File: src/logic/tsp_regs.svh
// size and field constants for the three-wire serial slave port
`ifndef TSP_REGS_SVH
`define TSP_REGS_SVH
`define TSP_BYTE_BITS        8
`define TSP_FIFO_DEPTH       16
`define TSP_FIFO_WIDTH       9
`define TSP_SUB_DIR_BIT      7
`define TSP_SUB_ADDR_HI      6
`define TSP_SUB_ADDR_LO      5
`define TSP_SUB_ADDR_MATCH   2'h1
`define TSP_CTL_MORE_BIT     7
`define TSP_CTL_SELECT_BIT   6
`endif

File: src/logic/tsp_pkg.sv
// types for the three-wire serial slave port
package tsp_pkg;
   typedef enum logic [2:0]
   {
      TSP_IDLE,
      TSP_SUBADDR,
      TSP_CONTROL,
      TSP_DATA,
      TSP_READ,
      TSP_IGNORE
   } tsp_state_t;
endpackage

File: src/logic/tsp_fifo_if.sv
// valid/ready stream between the port core and its output fifo
`timescale 1ns/1ns
interface tsp_fifo_if;
   logic       valid;  // word offered
   logic       ready;  // word accepted
   logic [8:0] data;   // select bit and byte
   modport src
   (
      output valid,
      output data,
      input  ready
   );
   modport snk
   (
      input  valid,
      input  data,
      output ready
   );
endinterface

File: src/logic/tsp_port.sv
// three-wire serial slave port core with received-byte fifo
// What this block does
// - chip select high holds interface reset
// - sample data on serial clock rise
// - change read data on clock fall
// - bytes eight bits, msb first, framed
// - subaddress bit 7 direction, low bits ignored
// - accept only subaddress code 01
// - write: next byte is control byte
// - control byte: continue and select bits
// - read returns the temperature byte, repeated while selected
// - drive data right after subaddress
// - release data line when select rises
`timescale 1ns/1ns
`include "tsp_regs.svh"
module tsp_port
(
   input  wire logic       i_ref_clk,        // 10 MHz system clock
   input  wire logic       i_reset,          // async reset, active high
   input  wire logic       i_cs_n,           // chip select pin, active low
   input  wire logic       i_sclk,           // serial clock pin
   input  wire logic       i_sdio,           // data pin input
   output logic            o_sdio,           // data pin output
   output logic            o_sdio_oe,        // high while driving data pin
   input  wire logic [7:0] i_temperature_byte, // live temperature value
   output logic            o_byte_valid,     // received byte available
   input  wire logic       i_byte_ready,     // consumer takes byte
   output logic [7:0]      o_byte_data,      // received command or display byte
   output logic            o_command_or_display_select, // 1 display, 0 command
   output logic            o_overflow        // byte lost, fifo full
);
   // synchroniser chains
   logic [1:0] cs_sync;                    // chip select sync
   logic [1:0] clk_sync;                   // serial clock sync
   logic [1:0] dio_sync;                   // data sync
   logic       clk_prev;                   // last synced clock level
   logic       rise;                       // rising edge seen
   logic       fall;                       // falling edge seen
   logic       cs_idle;                    // chip select inactive
   // framing state
   tsp_pkg::tsp_state_t state;             // transfer phase
   tsp_pkg::tsp_state_t next_state;        // phase after a byte
   logic [2:0] bit_cnt;                    // bits of current byte
   logic [7:0] shift_in;                   // receive shifter
   logic [7:0] rx_byte;                    // byte just completed
   logic       byte_done;                  // last bit sampled now
   logic       more_control_bytes_flag;    // more control bytes follow
   logic       command_or_display_select;  // route of data bytes
   logic [7:0] shift_out;                  // transmit shifter
   logic       load_read;                  // read access accepted
   tsp_fifo_if fq ();                      // core to fifo stream
   logic [8:0] fifo_word;                  // fifo output word

   // two flops per pin before any logic reads them
   always_ff @(posedge i_ref_clk or posedge i_reset)
   begin
      if (i_reset)
      begin
         cs_sync  <= 2'h3;
         clk_sync <= 2'h0;
         dio_sync <= 2'h0;
      end
      else
      begin
         cs_sync  <= {cs_sync[0], i_cs_n};
         clk_sync <= {clk_sync[0], i_sclk};
         dio_sync <= {dio_sync[0], i_sdio};
      end
   end

   // edge finder on the synced clock
   always_ff @(posedge i_ref_clk or posedge i_reset)
   begin
      if (i_reset)
      begin
         clk_prev <= 1'b0;
      end
      else
      begin
         clk_prev <= clk_sync[1];
      end
   end

   assign cs_idle   = cs_sync[1];
   assign rise      = clk_sync[1] && !clk_prev && !cs_idle;
   assign fall      = !clk_sync[1] && clk_prev && !cs_idle;
   assign rx_byte   = {shift_in[6:0], dio_sync[1]};
   assign byte_done = rise && (bit_cnt == 3'h7);

   // receive shifter and bit counter
   always_ff @(posedge i_ref_clk or posedge i_reset)
   begin
      if (i_reset)
      begin
         bit_cnt  <= 3'h0;
         shift_in <= 8'h00;
      end
      else if (cs_idle)
      begin
         bit_cnt  <= 3'h0;
         shift_in <= 8'h00;
      end
      else if (rise)
      begin
         shift_in <= rx_byte;
         bit_cnt  <= bit_cnt + 3'h1;
      end
   end

   // phase decision at the end of each byte
   always_comb
   begin
      next_state = state;
      load_read  = 1'b0;
      case (state)
         tsp_pkg::TSP_IDLE,
         tsp_pkg::TSP_SUBADDR:
         begin
            if (rx_byte[`TSP_SUB_ADDR_HI:`TSP_SUB_ADDR_LO] != `TSP_SUB_ADDR_MATCH)
            begin
               next_state = tsp_pkg::TSP_IGNORE;
            end
            else if (rx_byte[`TSP_SUB_DIR_BIT])
            begin
               next_state = tsp_pkg::TSP_READ;
               load_read  = 1'b1;
            end
            else
            begin
               next_state = tsp_pkg::TSP_CONTROL;
            end
         end
         tsp_pkg::TSP_CONTROL:
         begin
            // every control byte is followed by data
            next_state = tsp_pkg::TSP_DATA;
         end
         tsp_pkg::TSP_DATA:
         begin
            if (more_control_bytes_flag)
            begin
               next_state = tsp_pkg::TSP_CONTROL;
            end
            else
            begin
               // data keeps flowing until select rises
               next_state = tsp_pkg::TSP_DATA;
            end
         end
         tsp_pkg::TSP_READ,
         tsp_pkg::TSP_IGNORE:
         begin
            next_state = state;
         end
         default:
         begin
            next_state = tsp_pkg::TSP_IGNORE;
         end
      endcase
   end

   // phase register
   always_ff @(posedge i_ref_clk or posedge i_reset)
   begin
      if (i_reset)
      begin
         state <= tsp_pkg::TSP_IDLE;
      end
      else if (cs_idle)
      begin
         state <= tsp_pkg::TSP_IDLE;
      end
      else if (byte_done)
      begin
         state <= next_state;
      end
   end

   // control byte fields
   always_ff @(posedge i_ref_clk or posedge i_reset)
   begin
      if (i_reset)
      begin
         more_control_bytes_flag   <= 1'b0;
         command_or_display_select <= 1'b0;
      end
      else if (cs_idle)
      begin
         more_control_bytes_flag   <= 1'b0;
         command_or_display_select <= 1'b0;
      end
      else if (byte_done && state == tsp_pkg::TSP_CONTROL)
      begin
         more_control_bytes_flag   <= rx_byte[`TSP_CTL_MORE_BIT];
         command_or_display_select <= rx_byte[`TSP_CTL_SELECT_BIT];
      end
   end

   // every byte in the data phase is offered to the fifo; while control
   // bytes continue, that phase lasts one byte only
   assign fq.valid = byte_done && (state == tsp_pkg::TSP_DATA);
   assign fq.data  = {command_or_display_select, rx_byte};

   // lost byte flag, sticky until select rises
   always_ff @(posedge i_ref_clk or posedge i_reset)
   begin
      if (i_reset)
      begin
         o_overflow <= 1'b0;
      end
      else if (fq.valid && !fq.ready)
      begin
         o_overflow <= 1'b1;
      end
      else if (cs_idle)
      begin
         o_overflow <= 1'b0;
      end
   end

   // read data driver
   always_ff @(posedge i_ref_clk or posedge i_reset)
   begin
      if (i_reset)
      begin
         shift_out <= 8'h00;
         o_sdio    <= 1'b0;
         o_sdio_oe <= 1'b0;
      end
      else if (cs_idle)
      begin
         o_sdio_oe <= 1'b0;
         o_sdio    <= 1'b0;
      end
      else if (byte_done && load_read)
      begin
         shift_out <= i_temperature_byte;
         o_sdio    <= i_temperature_byte[7];
         o_sdio_oe <= 1'b1;
      end
      else if (fall && state == tsp_pkg::TSP_READ)
      begin
         o_sdio    <= shift_out[7];
         shift_out <= {shift_out[6:0], shift_out[7]};
      end
   end

   // the fall after the last subaddress bit shows the msb again, so
   // every fall rotates by one and the byte repeats while selected

   tsp_fifo #(
      .WIDTH (`TSP_FIFO_WIDTH),
      .DEPTH (`TSP_FIFO_DEPTH)
   ) u_fifo (
      .i_ref_clk (i_ref_clk),
      .i_reset   (i_reset),
      .wr        (fq.snk),
      .o_valid   (o_byte_valid),
      .i_ready   (i_byte_ready),
      .o_data    (fifo_word)
   );

   // registered outputs straight from the fifo stage
   assign o_byte_data                 = fifo_word[7:0];
   assign o_command_or_display_select = fifo_word[8];
endmodule

File: src/logic/tsp_fifo.sv
// parameterised flip-flop fifo with valid and ready on both sides
`timescale 1ns/1ns
module tsp_fifo #(
   parameter int WIDTH = 9,
   parameter int DEPTH = 16
)
(
   input  wire logic             i_ref_clk,
   input  wire logic             i_reset,
   tsp_fifo_if.snk               wr,
   output logic                  o_valid,
   input  wire logic             i_ready,
   output logic [WIDTH-1:0]      o_data
);
   localparam int AW = $clog2(DEPTH);
   logic [WIDTH-1:0] mem [DEPTH];   // storage
   logic [AW-1:0]    wptr;          // write index
   logic [AW-1:0]    rptr;          // read index
   logic [AW:0]      count;         // words held
   logic             do_wr;         // push this cycle
   logic             do_rd;         // pop this cycle
   // honest full and empty drive the handshakes
   assign wr.ready = (count != DEPTH[AW:0]);
   assign do_wr    = wr.valid && wr.ready;
   assign do_rd    = o_valid && i_ready;
   // storage write
   always_ff @(posedge i_ref_clk)
   begin
      if (do_wr)
      begin
         mem[wptr] <= wr.data;
      end
   end
   // pointers and occupancy
   always_ff @(posedge i_ref_clk or posedge i_reset)
   begin
      if (i_reset)
      begin
         wptr  <= '0;
         rptr  <= '0;
         count <= '0;
      end
      else
      begin
         if (do_wr)
         begin
            wptr <= wptr + 1'b1;
         end
         if (do_rd)
         begin
            rptr <= rptr + 1'b1;
         end
         count <= count + {{AW{1'b0}}, do_wr} - {{AW{1'b0}}, do_rd};
      end
   end
   // registered output stage, refilled as soon as it drains
   always_ff @(posedge i_ref_clk or posedge i_reset)
   begin
      if (i_reset)
      begin
         o_valid <= 1'b0;
         o_data  <= '0;
      end
      else if (!o_valid || i_ready)
      begin
         o_valid <= 1'b0;
         if (count != '0 && !(do_rd && count == {{AW{1'b0}}, 1'b1}))
         begin
            o_valid <= 1'b1;
            o_data  <= mem[rptr + {{(AW-1){1'b0}}, do_rd}];
         end
      end
   end
endmodule

File: config.mk
export PLATFORM = sky130hd
export DESIGN_NAME = tsp_port
export DESIGN_NICKNAME = d
export VERILOG_FILES = /design/src/logic/tsp_pkg.sv /design/src/logic/tsp_fifo_if.sv /design/src/logic/tsp_port.sv /design/src/logic/tsp_fifo.sv
export VERILOG_INCLUDE_DIRS = /design/src /design/src/logic
export SDC_FILE = /design/constraint.sdc
export NUM_CORES = 1
export LEC_CHECK = 0
export ABC_AREA = 0
export ABC_CLOCK_PERIOD_IN_PS = 5100
export BUFFER_PORTS_ARGS = -buffer_cell sky130_fd_sc_hd__buf_2
export CORE_MARGIN = 3
export CORE_UTILIZATION = 36
export DETAILED_ROUTE_END_ITERATION = 8
export PLACE_DENSITY = 0.6
export SETUP_SLACK_MARGIN = 0.5
export SLEW_MARGIN = 10
export SYNTH_ARGS = -nofsm -noshare
export SYNTH_HDL_FRONTEND = slang
export SYNTH_SLANG_ARGS = --single-unit
export TNS_END_PERCENT = 100
File: constraint.sdc
create_clock -name i_ref_clk -period 5.1 [get_ports i_ref_clk]
set_input_delay 0.255 -clock i_ref_clk [delete_from_list [all_inputs] [get_ports i_ref_clk]]
set_output_delay 0.255 -clock i_ref_clk [all_outputs]
set_load 0.05 [all_outputs]
==> summary.md <==
| Metric | Value |
|---|---|
| Share of cells above drive strength 1 | between 10% and 20% |
| Antenna viol nets, final | 0 |
| Met3 usage | around 3% |
| TritonCTS clock tree | built |
| DP HPWL | roughly 11,000 um |
| Num CTS Buffers | 17 |
| RR Endpoint | u_fifo.o_data[2]$_DFFE_PP0P_ |
| Via count | approximately 4,800 |
| Avg Inst Size Synth | about 14 um2 |
| Diode count | 0 |
| Critical Setup Path Class | flip-flop to flip-flop |
| Gate Count Post-Synth | 602 |
| Register area share after synthesis | between 60% and 70% |
| Hold Buf Count CTS | 3 |
| Syn Std Cell Area | between 0.008 and 0.009 mm2 |
| TritonRoute pass-1 iters | 5 |
| FF-to-FF Start | u_fifo.o_valid$_DFFE_PP0N_ |
| Core Box Area | about 0.022 mm2 |
| Total congestion overflow | 0 |
| Post-CTS sizing | 0 |
| Nature of the critical path endpoint | flip-flop |
| Max cap viols | 0 |
| Placer Congestion | 0.834 |
| #FFs+latches synth | 200 |
| Fin. max-slew vios | 0 |
| Final setup fails | 0 |
| Depth of the most critical reg-to-reg path | 8 |
| Layout Nets | 655 |
| Post-placement cell count | ~880 |
| Worst-Skew Late Latency | about 0.44 ns |
| Initial antenna violation count | 0 |
| Syn-to-layout area delta | 11.4% |
| Total global-route track usage | 13.9% |
| Crit path time final | roughly 3 ns |
| Final Skew | around 0.019 ns |
| Sum Neg Setup Slack | 0 ns |
| Syn Nets | 632 |
| Most used DFF post-synth | edfxtp_1 |
| Setup bufs post-CTS | 0 |
| Met2 Track Usage GR | between 20 and 25% |
| FF-to-FF setup slack | between 2 and 2.5 ns |
| Initial Util | a little under two fifths |
| Die Area | between 0.02 and 0.025 mm2 |
| Yosys warnings | 0 |
| Status | finished clean |
| Top-level I/O count | 27 |
| RSZ-0062 raised after global routing | false |
| Vias in the first global route | between 4,000 and 5,000 |
| Number of synthesized flops with an enable pin | between 100 and 150 |
| Static Leak | roughly 3.6 nW |
| First-pass GRT wire length | 26,100 um |
| Die Ht | about 160 um |
| Clk sink count | 200 |
| Slew HR | a little under half |
| Worst EP required | about 5.4 ns |
| Hold crit path type | primary input to asynchronous set/reset pin |
| Clk buf depth | 2 |
| FMAX | 327 MHz |
| Worst slew pin tran | around 0.80 ns |
| Routed Wire Length | about 17,000 um |
| Root Buffer | clkbuf_16 |
| Finished Layout Cells | 918 |
| Final cycle utilization of the critical path | 59.9% |
| IO Port Bufs | 26 |
| Drt drc | 0 |
| Worst VDD drop | slightly above 0.2 mV |
| Final hold viol count | 0 |
| Die width | ~160 um |
| Std cell rows | 54 |
| Distinct cell type count after synthesis | 49 |
| Drt via density | 5.19 |
| DR WL/cell | approximately 18 um |
| CP startpoint kind | flip-flop |
| Initial DRC Count | a little over 400 |
| Largest net degree at the start of global routing | 57 |
| Met1 usage | between 10% and 20% |
| H-tree depth | 4 |
| Most Used Layer, Global Route | met2 |
| Max FO, Critical Path | 23 |
| Post-synth ARST share | approximately 28% |
| PwrDens | between 500 and 600 mW/mm2 |
| Worst EP arrival | about 3.3 ns |
| Clk pin slew, worst setup/hold paths | approximately 0.080 ns |
[cells by family after synthesis]
family | Yosys count | synth area share, %
xor gates and xnor gates | 14 | 1.66
AOI/OAI and AO/OA | 76 | 6.05
muxes | 48 | 5.83
DFF | 200 | 69.3
buffers and inverters | 48 | 2.98
adders and majority gates | 16 | 2.51
and+or+nand+nor | 200 | 11.7
[final cells by class]
cell class,instances,area [um2]
fillers,2001,13000
flip-flops and latches,200,5730
multi-input cells,354,2300
clock buffers,18,429
well taps,280,350
repair buffers,33,190
clock inverters,14,139
inverters,19,71.3
[through the flow]
stage | util (%) | setup WS [ns] | power [mW] | instance area (um2) | hold WS (ns)
finish | 41.6 | 2.05 | 4.63 | 9210 | 0.0329
global route | 41.6 | 1.83 | 4.88 | 9210 | 0.0889
CTS | 41.6 | 2.04 | 4.68 | 9210 | 0.0513
floorplan | - | 2.49 | 3.08 | 8270 | 0.259
detailed placement | 38.9 | 2.07 | 3.40 | 8610 | 0.335
global placement | 38.9 | 2.09 | 3.36 | 8610 | 0.334
[cell usage in the layout, fill, tap and decap left out, types with 12 or more instances in the layout]
| cell | count |
|---|---|
| edfxtp_1 | 144 |
| a21oi_1 | 13 |
| nor2_1 | 14 |
| and2_1 | 15 |
| nand3_1 | 30 |
| a22oi_1 | 18 |
| dfrtp_1 | 54 |
| inv_1 | 18 |
| buf_2 | 26 |
| nand2_1 | 103 |
| clkbuf_16 | 17 |
| ha_1 | 14 |
| o21ai_0 | 18 |
| mux2i_1 | 47 |
| nand4_1 | 12 |
[worst max path at each step]
stage | from | to | cells after the start
6_report | u_fifo.o_valid$_DFFE_PP0N_ | u_fifo.o_data[2]$_DFFE_PP0P_ | 8
5_1_grt | bit_cnt[1]$_DFFE_PP0P_ | u_fifo.mem[7][1]$_DFFE_PP_ | 7
4_1_cts | u_fifo.o_valid$_DFFE_PP0N_ | u_fifo.o_data[2]$_DFFE_PP0P_ | 8
3_5_place_dp | u_fifo.o_valid$_DFFE_PP0N_ | u_fifo.o_data[5]$_DFFE_PP0P_ | 8
3_3_place_gp | u_fifo.o_valid$_DFFE_PP0N_ | u_fifo.o_data[6]$_DFFE_PP0P_ | 7
2_1_floorplan | u_fifo.o_valid$_DFFE_PP0N_ | u_fifo.o_data[7]$_DFFE_PP0P_ | 10
[sequential cells by signal, summed over array words and instances, names as in the netlist, 3 cells and up]
signal / flops
u_fifo.count: 5
u_fifo.mem: 144
shift_in: 7
u_fifo.wptr: 4
bit_cnt: 3
state: 3
shift_out: 8
u_fifo.o_data: 9
u_fifo.rptr: 4
[layer usage]
layer,part of all wire (%),up-vias,routed length (um)
met3,5.1,22,855
met5,0,-,0
met1,45,2390,7470
li1,-,2222,-
met2,48,127,7980
met4,2.3,0,386
[synth_stat cells (6+ instances only)]
cell type  number  share of area [%]
a21oi_1        13               0.79
a22oi_1        18                1.6
a31oi_1         9               0.68
a32oi_1         9               0.95
and2_1         15                1.1
buf_2           9               0.54
buf_4           6               0.54
dfrtp_1        54                 16
edfxtp_1      144                 52
ha_1           15                2.3
inv_1          19               0.86
mux2i_1        47                5.7
nand2_1       103                4.7
nand3_1        30                1.8
nand4_1        12               0.91
nor2_1         14               0.64
nor2b_1         6               0.45
o21ai_0        18                1.1
xnor2_1        10                1.1
[power by group]
part	internal (mW)	switching [mW]	total [mW]
Clock	0.646	0.623	1.27
Combinational	0.499	0.973	1.47
Sequential	1.81	0.0804	1.89
Total	2.96	1.68	4.63
[critical path, stage by stage, from the launching register on]
cell and delay (ns):
dfrtp_1 0.41, and2_1 0.26, ha_1 0.25, ha_2 0.77, buf_4 0.42, mux2i_1 0.27
a22oi_1 0.12, a32oi_1 0.24, o21ai_0 0.13
No activity file was read; power rests on OpenSTA's default activity.
